===== src/ppo_pkg.sv =====
// Constants, register map and carrier types of the position pulse output block.
// Assumes a single 20 MHz clock and a word-aligned Avalon-MM register bus.
package ppo_pkg;

    localparam int CLK_HZ = 20_000_000;
    localparam int PULSE_MS = 1;
    localparam int PULSE_CYC = (CLK_HZ / 1000) * PULSE_MS;
    localparam int OUT_DELAY_NS = 50;
    localparam int OUT_DELAY_CYC = (OUT_DELAY_NS * (CLK_HZ / 1_000_000)) / 1000 < 1 ? 1 :
                                   (OUT_DELAY_NS * (CLK_HZ / 1_000_000)) / 1000;
    localparam int NO_POLL_MS = 100;
    localparam int NO_POLL_CYC = (CLK_HZ / 1000) * NO_POLL_MS;
    localparam int TICK_DIV = 1;

    localparam logic [7:0] REG_CTRL = 8'h00;
    localparam logic [7:0] REG_RECIRC = 8'h04;
    localparam logic [7:0] REG_GAP = 8'h08;
    localparam logic [7:0] REG_POSITION = 8'h0C;
    localparam logic [7:0] REG_STATUS = 8'h10;
    localparam logic [7:0] REG_MASK = 8'h14;
    localparam logic [7:0] REG_LED = 8'h18;

    localparam int CTRL_MODE_LSB = 0;
    localparam int CTRL_EN_BIT = 2;
    localparam int ST_DONE_BIT = 0;
    localparam int ST_FAULT_BIT = 1;
    localparam int ST_NOPOLL_BIT = 2;
    localparam int LED_GREEN_BIT = 0;
    localparam int LED_RED_BIT = 1;
    localparam int LED_YELLOW_BIT = 2;

    localparam logic [1:0] CTRL_MODE_RST = 2'h1;
    localparam logic CTRL_EN_RST = 1'b1;
    localparam logic [6:0] RECIRC_RST = 7'h01;
    localparam logic [15:0] GAP_RST = 16'h03E8;
    localparam logic [2:0] MASK_RST = 3'h0;

    typedef enum logic [1:0] {
        control_pulse_mode = 2'h0,
        start_stop_mode = 2'h1,
        width_pulse_host_polled = 2'h2,
        width_pulse_self_polled = 2'h3
    } ppo_mode_t;

    typedef enum logic [3:0] {
        FSM_IDLE = 4'b0001,
        FSM_DELAY = 4'b0010,
        FSM_PULSE = 4'b0100,
        FSM_GAP = 4'b1000
    } ppo_fsm_t;

    typedef struct packed {
        logic [15:0] position;
        logic magnet_present;
        logic fault;
        logic null_zone;
        logic dead_zone;
    } ppo_sense_t;

    typedef struct packed {
        logic green;
        logic red;
        logic yellow;
    } ppo_led_t;

    typedef struct packed {
        ppo_fsm_t fsm;
        ppo_mode_t mode;
        logic enable;
        logic [6:0] recirc;
        logic [15:0] gap;
        logic [2:0] mask;
        logic [2:0] status;
        logic [23:0] cnt;
        logic [23:0] hold;
        logic [23:0] poll_cnt;
        logic [15:0] pos_latch;
        logic out_level;
        logic prev_start;
        logic prev_red;
        logic prev_nopoll;
        ppo_led_t led;
        logic ack;
        logic [31:0] rdata;
    } ppo_state_t;

endpackage : ppo_pkg


===== src/ppo_output.sv =====
// Position pulse output: start/stop and width-pulse timing, status lights, register file.
// Assumes sense comes from same-clock logic and start pins arrive asynchronously.
`timescale 1ns/1ns
`default_nettype none
module ppo_output
    import ppo_pkg::*;
#(
    parameter int PULSE_CYC_P = PULSE_CYC,
    parameter int NO_POLL_CYC_P = NO_POLL_CYC,
    parameter int TICK_DIV_P = TICK_DIV
) (
    input wire logic clk,
    input wire logic rst_b,
    input wire logic [7:0] address,
    input wire logic read,
    input wire logic write,
    input wire logic [31:0] writedata,
    output logic [31:0] readdata,
    output logic waitrequest,
    input wire ppo_sense_t sense,
    input wire logic start_p,
    input wire logic start_n,
    output logic out_p,
    output logic out_n,
    output logic led_green,
    output logic led_red,
    output logic led_yellow,
    output logic irq
);

    localparam ppo_state_t RST_STATE = '{
        fsm: FSM_IDLE,
        mode: ppo_mode_t'(CTRL_MODE_RST),
        enable: CTRL_EN_RST,
        recirc: RECIRC_RST,
        gap: GAP_RST,
        mask: MASK_RST,
        status: 3'h0,
        cnt: 24'h000000,
        hold: 24'h000000,
        poll_cnt: 24'h000000,
        pos_latch: 16'h0000,
        out_level: 1'b0,
        prev_start: 1'b0,
        prev_red: 1'b0,
        prev_nopoll: 1'b0,
        led: 3'h0,
        ack: 1'b0,
        rdata: 32'h00000000
    };

    ppo_state_t s;
    ppo_state_t next_s;
    logic tick;
    logic start_raw;
    logic start_lvl;
    logic start_edge;
    logic red_now;
    logic nopoll_now;
    logic done_ev;
    logic [2:0] ev;
    logic [2:0] clr;
    logic req;

    // Width in ticks, scaled by recirculation
    function automatic logic [23:0] width_ticks(input logic [15:0] pos, input logic [6:0] rec);
        width_ticks = 24'(pos) * 24'(rec);
    endfunction : width_ticks

    function automatic logic [31:0] read_mux(input ppo_state_t st, input logic [7:0] adr);
        read_mux = 32'h00000000;
        case (adr)
            REG_CTRL: begin
                read_mux[CTRL_MODE_LSB +: 2] = st.mode;
                read_mux[CTRL_EN_BIT] = st.enable;
            end
            REG_RECIRC: read_mux[6:0] = st.recirc;
            REG_GAP: read_mux[15:0] = st.gap;
            REG_POSITION: read_mux[15:0] = st.pos_latch;
            REG_STATUS: read_mux[2:0] = st.status;
            REG_MASK: read_mux[2:0] = st.mask;
            REG_LED: begin
                read_mux[LED_GREEN_BIT] = st.led.green;
                read_mux[LED_RED_BIT] = st.led.red;
                read_mux[LED_YELLOW_BIT] = st.led.yellow;
            end
            default: read_mux = 32'h00000000;
        endcase
    endfunction : read_mux

    // Differential start input, qualified then synchronised
    assign start_raw = start_p & ~start_n;

    ppo_sync #(
        .W(1)
    ) u_sync (
        .clk(clk),
        .rst_b(rst_b),
        .pin(start_raw),
        .level(start_lvl)
    );

    ppo_tick #(
        .DIV(TICK_DIV_P)
    ) u_tick (
        .clk(clk),
        .rst_b(rst_b),
        .tick(tick)
    );

    assign start_edge = start_lvl & ~s.prev_start;
    assign req = read | write;
    assign waitrequest = req & ~s.ack;
    assign readdata = s.rdata;
    assign out_p = s.out_level;
    assign out_n = ~s.out_level;
    assign led_green = s.led.green;
    assign led_red = s.led.red;
    assign led_yellow = s.led.yellow;
    assign irq = |(s.status & s.mask);

    // Red for fault or bad magnet
    assign red_now = sense.fault | sense.null_zone | sense.dead_zone | ~sense.magnet_present;
    assign nopoll_now = (s.poll_cnt >= 24'(NO_POLL_CYC_P));

    always_comb begin
        next_s = s;
        done_ev = 1'b0;
        next_s.prev_start = start_lvl;
        next_s.prev_red = red_now;
        next_s.prev_nopoll = nopoll_now;

        next_s.led.red = red_now;
        next_s.led.green = sense.magnet_present & ~red_now;
        next_s.led.yellow = nopoll_now;

        if (start_edge) begin
            next_s.poll_cnt = 24'h000000;
        end else if (!nopoll_now) begin
            next_s.poll_cnt = s.poll_cnt + 24'h000001;
        end

        case (s.fsm)
            FSM_IDLE: begin
                next_s.out_level = 1'b0;
                case (s.mode)
                    start_stop_mode: begin
                        if (start_edge) begin
                            next_s.pos_latch = sense.position;
                            next_s.cnt = 24'(sense.position);
                            next_s.fsm = FSM_DELAY;
                        end
                    end
                    width_pulse_host_polled: begin
                        if (start_edge) begin
                            next_s.pos_latch = sense.position;
                            next_s.cnt = width_ticks(sense.position, s.recirc);
                            next_s.out_level = 1'b1;
                            next_s.fsm = FSM_PULSE;
                        end
                    end
                    width_pulse_self_polled: begin
                        next_s.pos_latch = sense.position;
                        next_s.cnt = width_ticks(sense.position, s.recirc);
                        next_s.out_level = 1'b1;
                        next_s.poll_cnt = 24'h000000;
                        next_s.fsm = FSM_PULSE;
                    end
                    default: begin
                        next_s.fsm = FSM_IDLE;
                    end
                endcase
            end
            FSM_DELAY: begin
                if (s.cnt == 24'h000000) begin
                    // Single stop pulse of 1 ms
                    next_s.out_level = 1'b1;
                    next_s.hold = 24'(PULSE_CYC_P - 1);
                    next_s.fsm = FSM_PULSE;
                end else if (tick) begin
                    next_s.cnt = s.cnt - 24'h000001;
                end
            end
            FSM_PULSE: begin
                if (s.mode == start_stop_mode) begin
                    if (s.hold == 24'h000000) begin
                        next_s.out_level = 1'b0;
                        done_ev = 1'b1;
                        next_s.fsm = FSM_IDLE;
                    end else begin
                        next_s.hold = s.hold - 24'h000001;
                    end
                end else begin
                    if (s.cnt == 24'h000000) begin
                        next_s.out_level = 1'b0;
                        done_ev = 1'b1;
                        next_s.hold = 24'(s.gap);
                        next_s.fsm = (s.mode == width_pulse_self_polled) ? FSM_GAP : FSM_IDLE;
                    end else if (tick) begin
                        next_s.cnt = s.cnt - 24'h000001;
                    end
                end
            end
            FSM_GAP: begin
                next_s.out_level = 1'b0;
                if (s.hold == 24'h000000) begin
                    next_s.fsm = FSM_IDLE;
                end else begin
                    next_s.hold = s.hold - 24'h000001;
                end
            end
            default: begin
                next_s.out_level = 1'b0;
                next_s.fsm = FSM_IDLE;
            end
        endcase

        // Disabled output stays low and idle
        if (!s.enable) begin
            next_s.out_level = 1'b0;
            next_s.fsm = FSM_IDLE;
        end

        // Bus: capture on first edge, commit on second
        clr = 3'h0;
        if (req && !s.ack) begin
            next_s.ack = 1'b1;
            next_s.rdata = read ? read_mux(s, address) : 32'h00000000;
        end else begin
            next_s.ack = 1'b0;
        end
        if (req && s.ack) begin
            if (write) begin
                case (address)
                    REG_CTRL: begin
                        next_s.mode = ppo_mode_t'(writedata[CTRL_MODE_LSB +: 2]);
                        next_s.enable = writedata[CTRL_EN_BIT];
                        next_s.fsm = FSM_IDLE;
                        next_s.out_level = 1'b0;
                    end
                    REG_RECIRC: begin
                        next_s.recirc = (writedata[6:0] == 7'h00) ? RECIRC_RST : writedata[6:0];
                    end
                    REG_GAP: next_s.gap = writedata[15:0];
                    REG_MASK: next_s.mask = writedata[2:0];
                    default: next_s.ack = 1'b0;
                endcase
            end else if (address == REG_STATUS) begin
                clr = s.rdata[2:0];
            end
        end

        // Sticky events; set wins over read clear
        ev = 3'h0;
        ev[ST_DONE_BIT] = done_ev;
        ev[ST_FAULT_BIT] = red_now & ~s.prev_red;
        ev[ST_NOPOLL_BIT] = nopoll_now & ~s.prev_nopoll;
        next_s.status = (s.status & ~clr) | ev;
    end

    always_ff @(posedge clk or negedge rst_b) begin
        if (!rst_b) begin
            s <= RST_STATE;
        end else begin
            s <= next_s;
        end
    end

endmodule : ppo_output
`default_nettype wire


===== src/ppo_sync.sv =====
// Three-stage synchroniser for pin inputs.
// Output changes only once the second and third stages agree.
`timescale 1ns/1ns
`default_nettype none
module ppo_sync #(
    parameter int W = 1
) (
    input wire logic clk,
    input wire logic rst_b,
    input wire logic [W-1:0] pin,
    output logic [W-1:0] level
);
    logic [W-1:0] s1;
    logic [W-1:0] s2;
    logic [W-1:0] s3;

    always_ff @(posedge clk or negedge rst_b) begin
        if (!rst_b) begin
            s1 <= '0;
            s2 <= '0;
            s3 <= '0;
            level <= '0;
        end else begin
            s1 <= pin;
            s2 <= s1;
            s3 <= s2;
            for (int i = 0; i < W; i++) begin
                if (s2[i] == s3[i]) begin
                    level[i] <= s2[i];
                end
            end
        end
    end
endmodule : ppo_sync
`default_nettype wire


===== src/ppo_tick.sv =====
// Divider giving a one-cycle position tick enable.
// One tick stands for one position count on the output timing.
`timescale 1ns/1ns
`default_nettype none
module ppo_tick #(
    parameter int DIV = 1
) (
    input wire logic clk,
    input wire logic rst_b,
    output logic tick
);
    logic [15:0] cnt;

    assign tick = (cnt == 16'(DIV - 1));

    always_ff @(posedge clk or negedge rst_b) begin
        if (!rst_b) begin
            cnt <= 16'h0000;
        end else if (tick) begin
            cnt <= 16'h0000;
        end else begin
            cnt <= cnt + 16'h0001;
        end
    end
endmodule : ppo_tick
`default_nettype wire

===== config.mk =====
export PLATFORM = sky130hd
export DESIGN_NAME = ppo_output
export DESIGN_NICKNAME = d
export VERILOG_FILES = /design/src/ppo_pkg.sv /design/src/ppo_output.sv /design/src/ppo_sync.sv /design/src/ppo_tick.sv
export SDC_FILE = /design/constraint.sdc
export NUM_CORES = 1
export LEC_CHECK = 0
export ABC_AREA = 1
export BUFFER_PORTS_ARGS = -buffer_cell sky130_fd_sc_hd__buf_4
export CAP_MARGIN = 20
export CORE_UTILIZATION = 56
export DETAILED_ROUTE_END_ITERATION = 16
export GPL_TIMING_DRIVEN = 0
export HOLD_SLACK_MARGIN = 0.1
export PLACE_DENSITY = 0.75
export SKIP_CTS_REPAIR_TIMING = 1
export SYNTH_ARGS = -nofsm -noshare
export SYNTH_HDL_FRONTEND = slang
export SYNTH_HIERARCHICAL = 1
export SYNTH_SLANG_ARGS = --single-unit

===== constraint.sdc =====
create_clock -name clk -period 4.3 [get_ports clk]
set_input_delay 0.43 -clock clk [delete_from_list [all_inputs] [get_ports clk]]
set_output_delay 0.43 -clock clk [all_outputs]
set_load 0.05 [all_outputs]

-- After elaboration in Yosys (flattened, before gate mapping)
Index checks and enable logic that the tools add are counted.
- latch bits: 0
- output and inout port bits: 39
- RAM bits: 0
- register bits after elaboration: 182
- bits in read-only memories: 0
- logic and storage cells: 155
- input bits: 66
- memories kept: 0
- $add $sub $neg: 4
- eq/ne operators: 22
- mux-type cells: 62
- bitwise operators: 22
- divide/modulo/power cells: 0
- shifts and indexed selects: 0
- reductions and logical operators: 20
- $lt $le $gt $ge: 1
- $mul: 1
- operators with widths (kind ; number):
    two-way mux 24 bit ; 12
    one-hot mux 24 bit (3 select lines) ; 3
    two-way mux 33 bit ; 2
    two-way mux 16 bit ; 4
    logical NOT 24 bit ; 2
    one-hot mux 16 bit (3 select lines) ; 1
    subtractor 24 x 1 -> 24 bit (second input constant) ; 2
    two-way mux 40 bit ; 1
    two-way mux 4 bit ; 8
    adder 24 x 1 -> 24 bit (second input constant) ; 1
    equality test 8 x 5 -> 1 bit (second input constant) ; 3
    greater-or-equal comparator 24 x 21 -> 1 bit (second input constant) ; 1
    one-hot mux 4 bit (3 select lines) ; 2
    multiplier 16 x 7 -> 23 bit ; 1
    two-way mux 7 bit ; 3
    one-hot mux 3 bit (7 select lines) ; 1
    one-hot mux 9 bit (2 select lines) ; 1
    two-way mux 17 bit ; 1
    adder 16 x 1 -> 16 bit (second input constant) ; 1
    equality test 8 x 4 -> 1 bit (second input constant) ; 2
    logical NOT 16 bit ; 1
    two-way mux 1 bit ; 16
    one-hot mux 4 bit (4 select lines) ; 1
    AND reduction 3 bit ; 5
    29 further kinds ; 57

-- Logic depth before layout (Yosys ltp)
- depth in word-level cells: 9
- depth in mapped cells: 24
- depth with buffers taken out: 23

-- Cells and area by module
Netlist, hierarchy kept.
- by module, submodules not included (module ; times used ; cells an instance ; area an instance (µm²) ; sequential area each (µm²)):
    ppo_output ; 1 ; 1970 ; 13176.4 ; 3666.0
    ppo_tick ; 1 ; 117 ; 880.8 ; 400.4
    ppo_sync ; 1 ; 8 ; 116.4 ; 100.1

-- Worst setup path after synthesis
Ideal clock, no wire load.
- kind: flip-flop to flip-flop
- start point: register s[156] (netlist name)
- end point: register s[124] (netlist name)
- path slack: -0.009 ns
- data required time: 4.227 ns
- library setup time: 0.073 ns
- arrival time: 4.236 ns
- clock period less this slack: 4.309 ns
- buffers on the path: 2
- stages on the path, launching flop included: 23
- cell sequence: dfrtp_1 -> clkbuf_1 -> clkbuf_1 -> nand2_1 -> fa_1 -> fa_1 -> inv_1 -> fa_1 -> inv_1 -> fa_1 -> inv_1 -> ha_1 -> nand2_1 -> inv_1 -> nand2_1 -> nand2_1 -> nand2_1 -> nand3_1 -> nand2_1 -> nand2_1 -> nand2_1 -> nand3_1 -> a21oi_2
- cells in the longest elaborated chain, start to end: 4
- RTL lines (item ; RTL line ; text):
    start, declared ; ppo_output.sv:52 ; ppo_state_t s;
    start signal, assigned ; ppo_output.sv:265 ; s <= next_s;
    multiplier 16 x 7 -> 23 bit * ; ppo_output.sv:67 ; width_ticks = 24'(pos) * 24'(rec);
    two-way mux 24 bit ; ppo_output.sv:155 ; if (start_edge) begin
    one-hot mux 24 bit (3 select lines) * ; ppo_output.sv:146 ; case (s.mode)
    one-hot mux 24 bit (3 select lines) * ; ppo_output.sv:143 ; case (s.fsm)
Mark *: on every way between the ends. The rest lies on a longest branch, timed or not. The select of a mux whose other input is x is not followed.
A chain may end at the register's enable or synchronous reset.

-- Final worst setup path
- start point: register s[152] (netlist name)
- end point: register s[126] (netlist name)
The elaborated chain is that of the path after synthesis.

==> flow_metrics.tcl <==
set metrics [dict create \
    fin_util_pct 67.9 \
    slowest_delay_ns 0.54 \
    fillers 2130 \
    core-area_mm2 0.0246 \
    antenna_cells 0 \
    p_leak_nw 9.31 \
    fin_area_mm2 0.0167 \
    dpl.hpwl_mm 29.9 \
    htree_levels 4 \
    ioPinCount 105 \
    place_congestion 0.937 \
    drive_gt1_share_pct 17.8 \
    place_area_mm2 0.0151 \
    async_flop_share_pct 100 \
    crit_slowest_cell "fa_1" \
    cts.sinks 166 \
    synth_edf_count 0 \
    relSlewSlack_pct 48.3 \
    die_h_um 161 \
    fmax_ghz 0.233 \
    grt-ovfl-total 0 \
    syn2layout_area_growth_pct 17.9 \
    worst_setup_path_start_kind "register" \
    ys_warn_count 6 \
    wl_per_cell_um 15.8 \
    timing.final.crit_share_pct 99.9 \
    worstPathCellList "buf_8, nand2_2, inv_2, fa_1, fa_1, fa_1, inv_2, fa_1, inv_2, ha_4, buf_6, nand2_4, nor2_4, nand2_2, nor2_1, nand2_1, nand4_1, nand3_2, a21oi_2" \
    synth.avg_cell_area_um2 6.77 \
    synth.ff_latch_count 166 \
    cts_inserted_buffers 17 \
    critPathArrivalTime_ns 4.66 \
    slew_viol_final 0 \
    finalSetupViolCount 0 \
    numPortBuffers 56 \
    finalHoldViolations 0 \
    drc 0 \
    syn_inst 2095 \
    root_buffer "clkbuf_16" \
    cp-end-kind "register" \
    rrSetupSlack_ns 0.006 \
    pre_cts_slack_ns -0.803 \
    yosysUniqueCellTypes 53 \
    synth_ff_type "dfrtp_1" \
    clock_latency_ns 0.45 \
    nets 2407 \
    antenna_found_initial 0 \
    path_common_cell "fa_1" \
    power.density_mw_per_mm2 233 \
    start_util_pct 57.6 \
    rsz0062_at_grt "true" \
    synth-seq-area-share_pct 29.4 \
    skew_ns 0.0206 \
    grt_first_pass_wirelength_mm 63.1 \
    required_ns 4.67 \
    ir_drop_v 0.000195 \
    synth_area_mm2 0.0142 \
    crit_type "reg2reg" \
    cts_tree "yes" \
    fp.dieW_um 161 \
    grt_max_degree 97 \
    worstPathMaxFanout 8 \
    num_rows 57 \
    path_clk_slew_ns 0.07 \
    min_period_ns 4.29 \
    grtUsageTotal_pct 30.4 \
    routed_wl_mm 40.6 \
    ant_nets 0 \
    setup_ws_ns 0.00578 \
    drv_cap 0 \
    die-area_mm2 0.0260 \
    ctsLongestPathBuffers 2 \
    dr_total_vias 14000 \
    grt_pass1_vias 12600 \
    drt_iter0_markers 1315 \
    worstMarginPinSlew_ns 0.772 \
    status "completed" \
    hold_path.class "in2reg" \
    vias_per_cell 5.46 \
    dr.pass1.iters 8 \
    hold_slack_ns 0.129 \
]
stage by stage:
stage	cells	setup TNS [ns]	power [mW]
6_report	2562	0	3.89
5_1_grt	2562	-0.847	4.04
4_1_cts	2523	-12.02	3.84
3_5_place_dp	2491	-11.40	2.26
3_3_place_gp	2490	-10.77	2.24
2_1_floorplan	2110	0	2.08
worst max-delay path: cells and delay by family (launching register included):
family          cells  cell delay [ns]
fa+ha+maj           5             2.39
simple gates        8             0.74
flops               1             0.50
buf+inv             5             0.45
compound gates      1             0.16
cell type report:
type / instances / area, µm² / share of cell area, %
Timing Repair Buffer: 102 / 840 / 5.02
Clock buffer: 17 / 425 / 2.55
Tap cell: 324 / 405 / 2.43
Buffer: 90 / 567 / 3.39
Sequential cell: 166 / 4170 / 25.0
Multi-Input combinational cell: 1483 / 8750 / 52.3
Clock inverter: 15 / 178 / 1.06
Inverter: 365 / 1380 / 8.24
cell families (layout without fill, tap and decap cells):
family,after synthesis,after routing,synth area share [%]
buffers and inverters,461,589,13.4
other,1,16,0.0265
AND/OR/NAND/NOR,1086,1086,32.1
AO/OA/AOI/OAI,232,232,9.17
flip-flops,166,166,29.4
adder cells (fa/ha/maj),116,116,13.9
XOR/XNOR,33,33,2.04
placed cells by master, fill, tap and decap left out, types with 7 or more instances in the layout:
cell type	synthesis	layout
nand2_1	600	544
inv_1	358	314
nor2_1	240	229
dfrtp_1	156	150
nand3_1	147	132
buf_4	33	122
o21ai_0	85	85
a21oi_1	82	75
fa_1	69	66
nand2_2	7	47
inv_2	5	47
clkbuf_1	46	34
ha_1	47	32
nand4_1	31	31
nor3_1	24	22
xor2_1	22	22
nand3_2	4	18
clkbuf_16	0	18
nand2_4	0	16
nor2_2	10	16
conb_1	1	16
o21ai_1	13	13
buf_2	12	12
o22ai_1	12	12
ha_4	0	12
xnor2_1	11	11
a21oi_2	4	10
dfstp_2	10	10
a22o_1	9	9
buf_8	0	8
buf_6	3	8
a21boi_1	5	7
routing by layer:
metal	routed length, µm	global-route usage (%)	vias up
met3	2780	3.93	81
met4	1280	10.8	0
met5	0	0	-
li1	-	-	6701
met2	19200	49.4	562
met1	17300	41.9	6636
synth_stat cells, types with 9 or more instances:
cell,number,area (µm²)
nand2_1,600,2250
inv_1,358,1340
nor2_1,240,901
dfrtp_1,156,3900
nand3_1,147,736
o21ai_0,85,425
a21oi_1,82,410
fa_1,69,1380
ha_1,47,588
clkbuf_1,46,173
buf_4,33,248
nand4_1,31,194
nor3_1,24,120
xor2_1,22,193
o21ai_1,13,65.1
buf_2,12,60.1
o22ai_1,12,75.1
xnor2_1,11,96.3
dfstp_2,10,263
nor2_2,10,62.6
a22o_1,9,78.8
worst paths after layout:
| check | from | end | cells after the start |
|---|---|---|---|
| worst max-delay path | s[152]$_DFFE_PN0P_ | s[126]$_DFFE_PN0P_ | 19 |
| worst min-delay path | start_n | u_sync/s1$_DFF_PN0_ | 2 |
| worst max register to register | s[152]$_DFFE_PN0P_ | s[126]$_DFFE_PN0P_ | 19 |
| worst min register to register | u_sync/s1$_DFF_PN0_ | u_sync/s2$_DFF_PN0_ | 0 |
| max in group asynchronous | rst_b | s[142]$_DFFE_PN1P_ | 3 |
| min in group asynchronous | rst_b | s[92]$_DFFE_PN0P_ | 2 |
report_power, final:
group	switching (mW)	total, mW	internal, mW
sequential	0.0710	1.71	1.64
combinational	0.388	0.603	0.215
clock	0.744	1.58	0.835
total	1.20	3.89	2.69
flip-flops by register name, indices dropped and copies added (netlist names):
| name | cells |
|---|---|
| s | 126 |
| u_sync/level | 1 |
| led_yellow | 1 |
| u_sync/s2 | 1 |
| u_sync/s3 | 1 |
| out_p | 1 |
| u_sync/s1 | 1 |
| led_red | 1 |
| u_tick/cnt | 16 |
| readdata | 16 |
| led_green | 1 |
No activity file was read; power rests on OpenSTA's default activity.
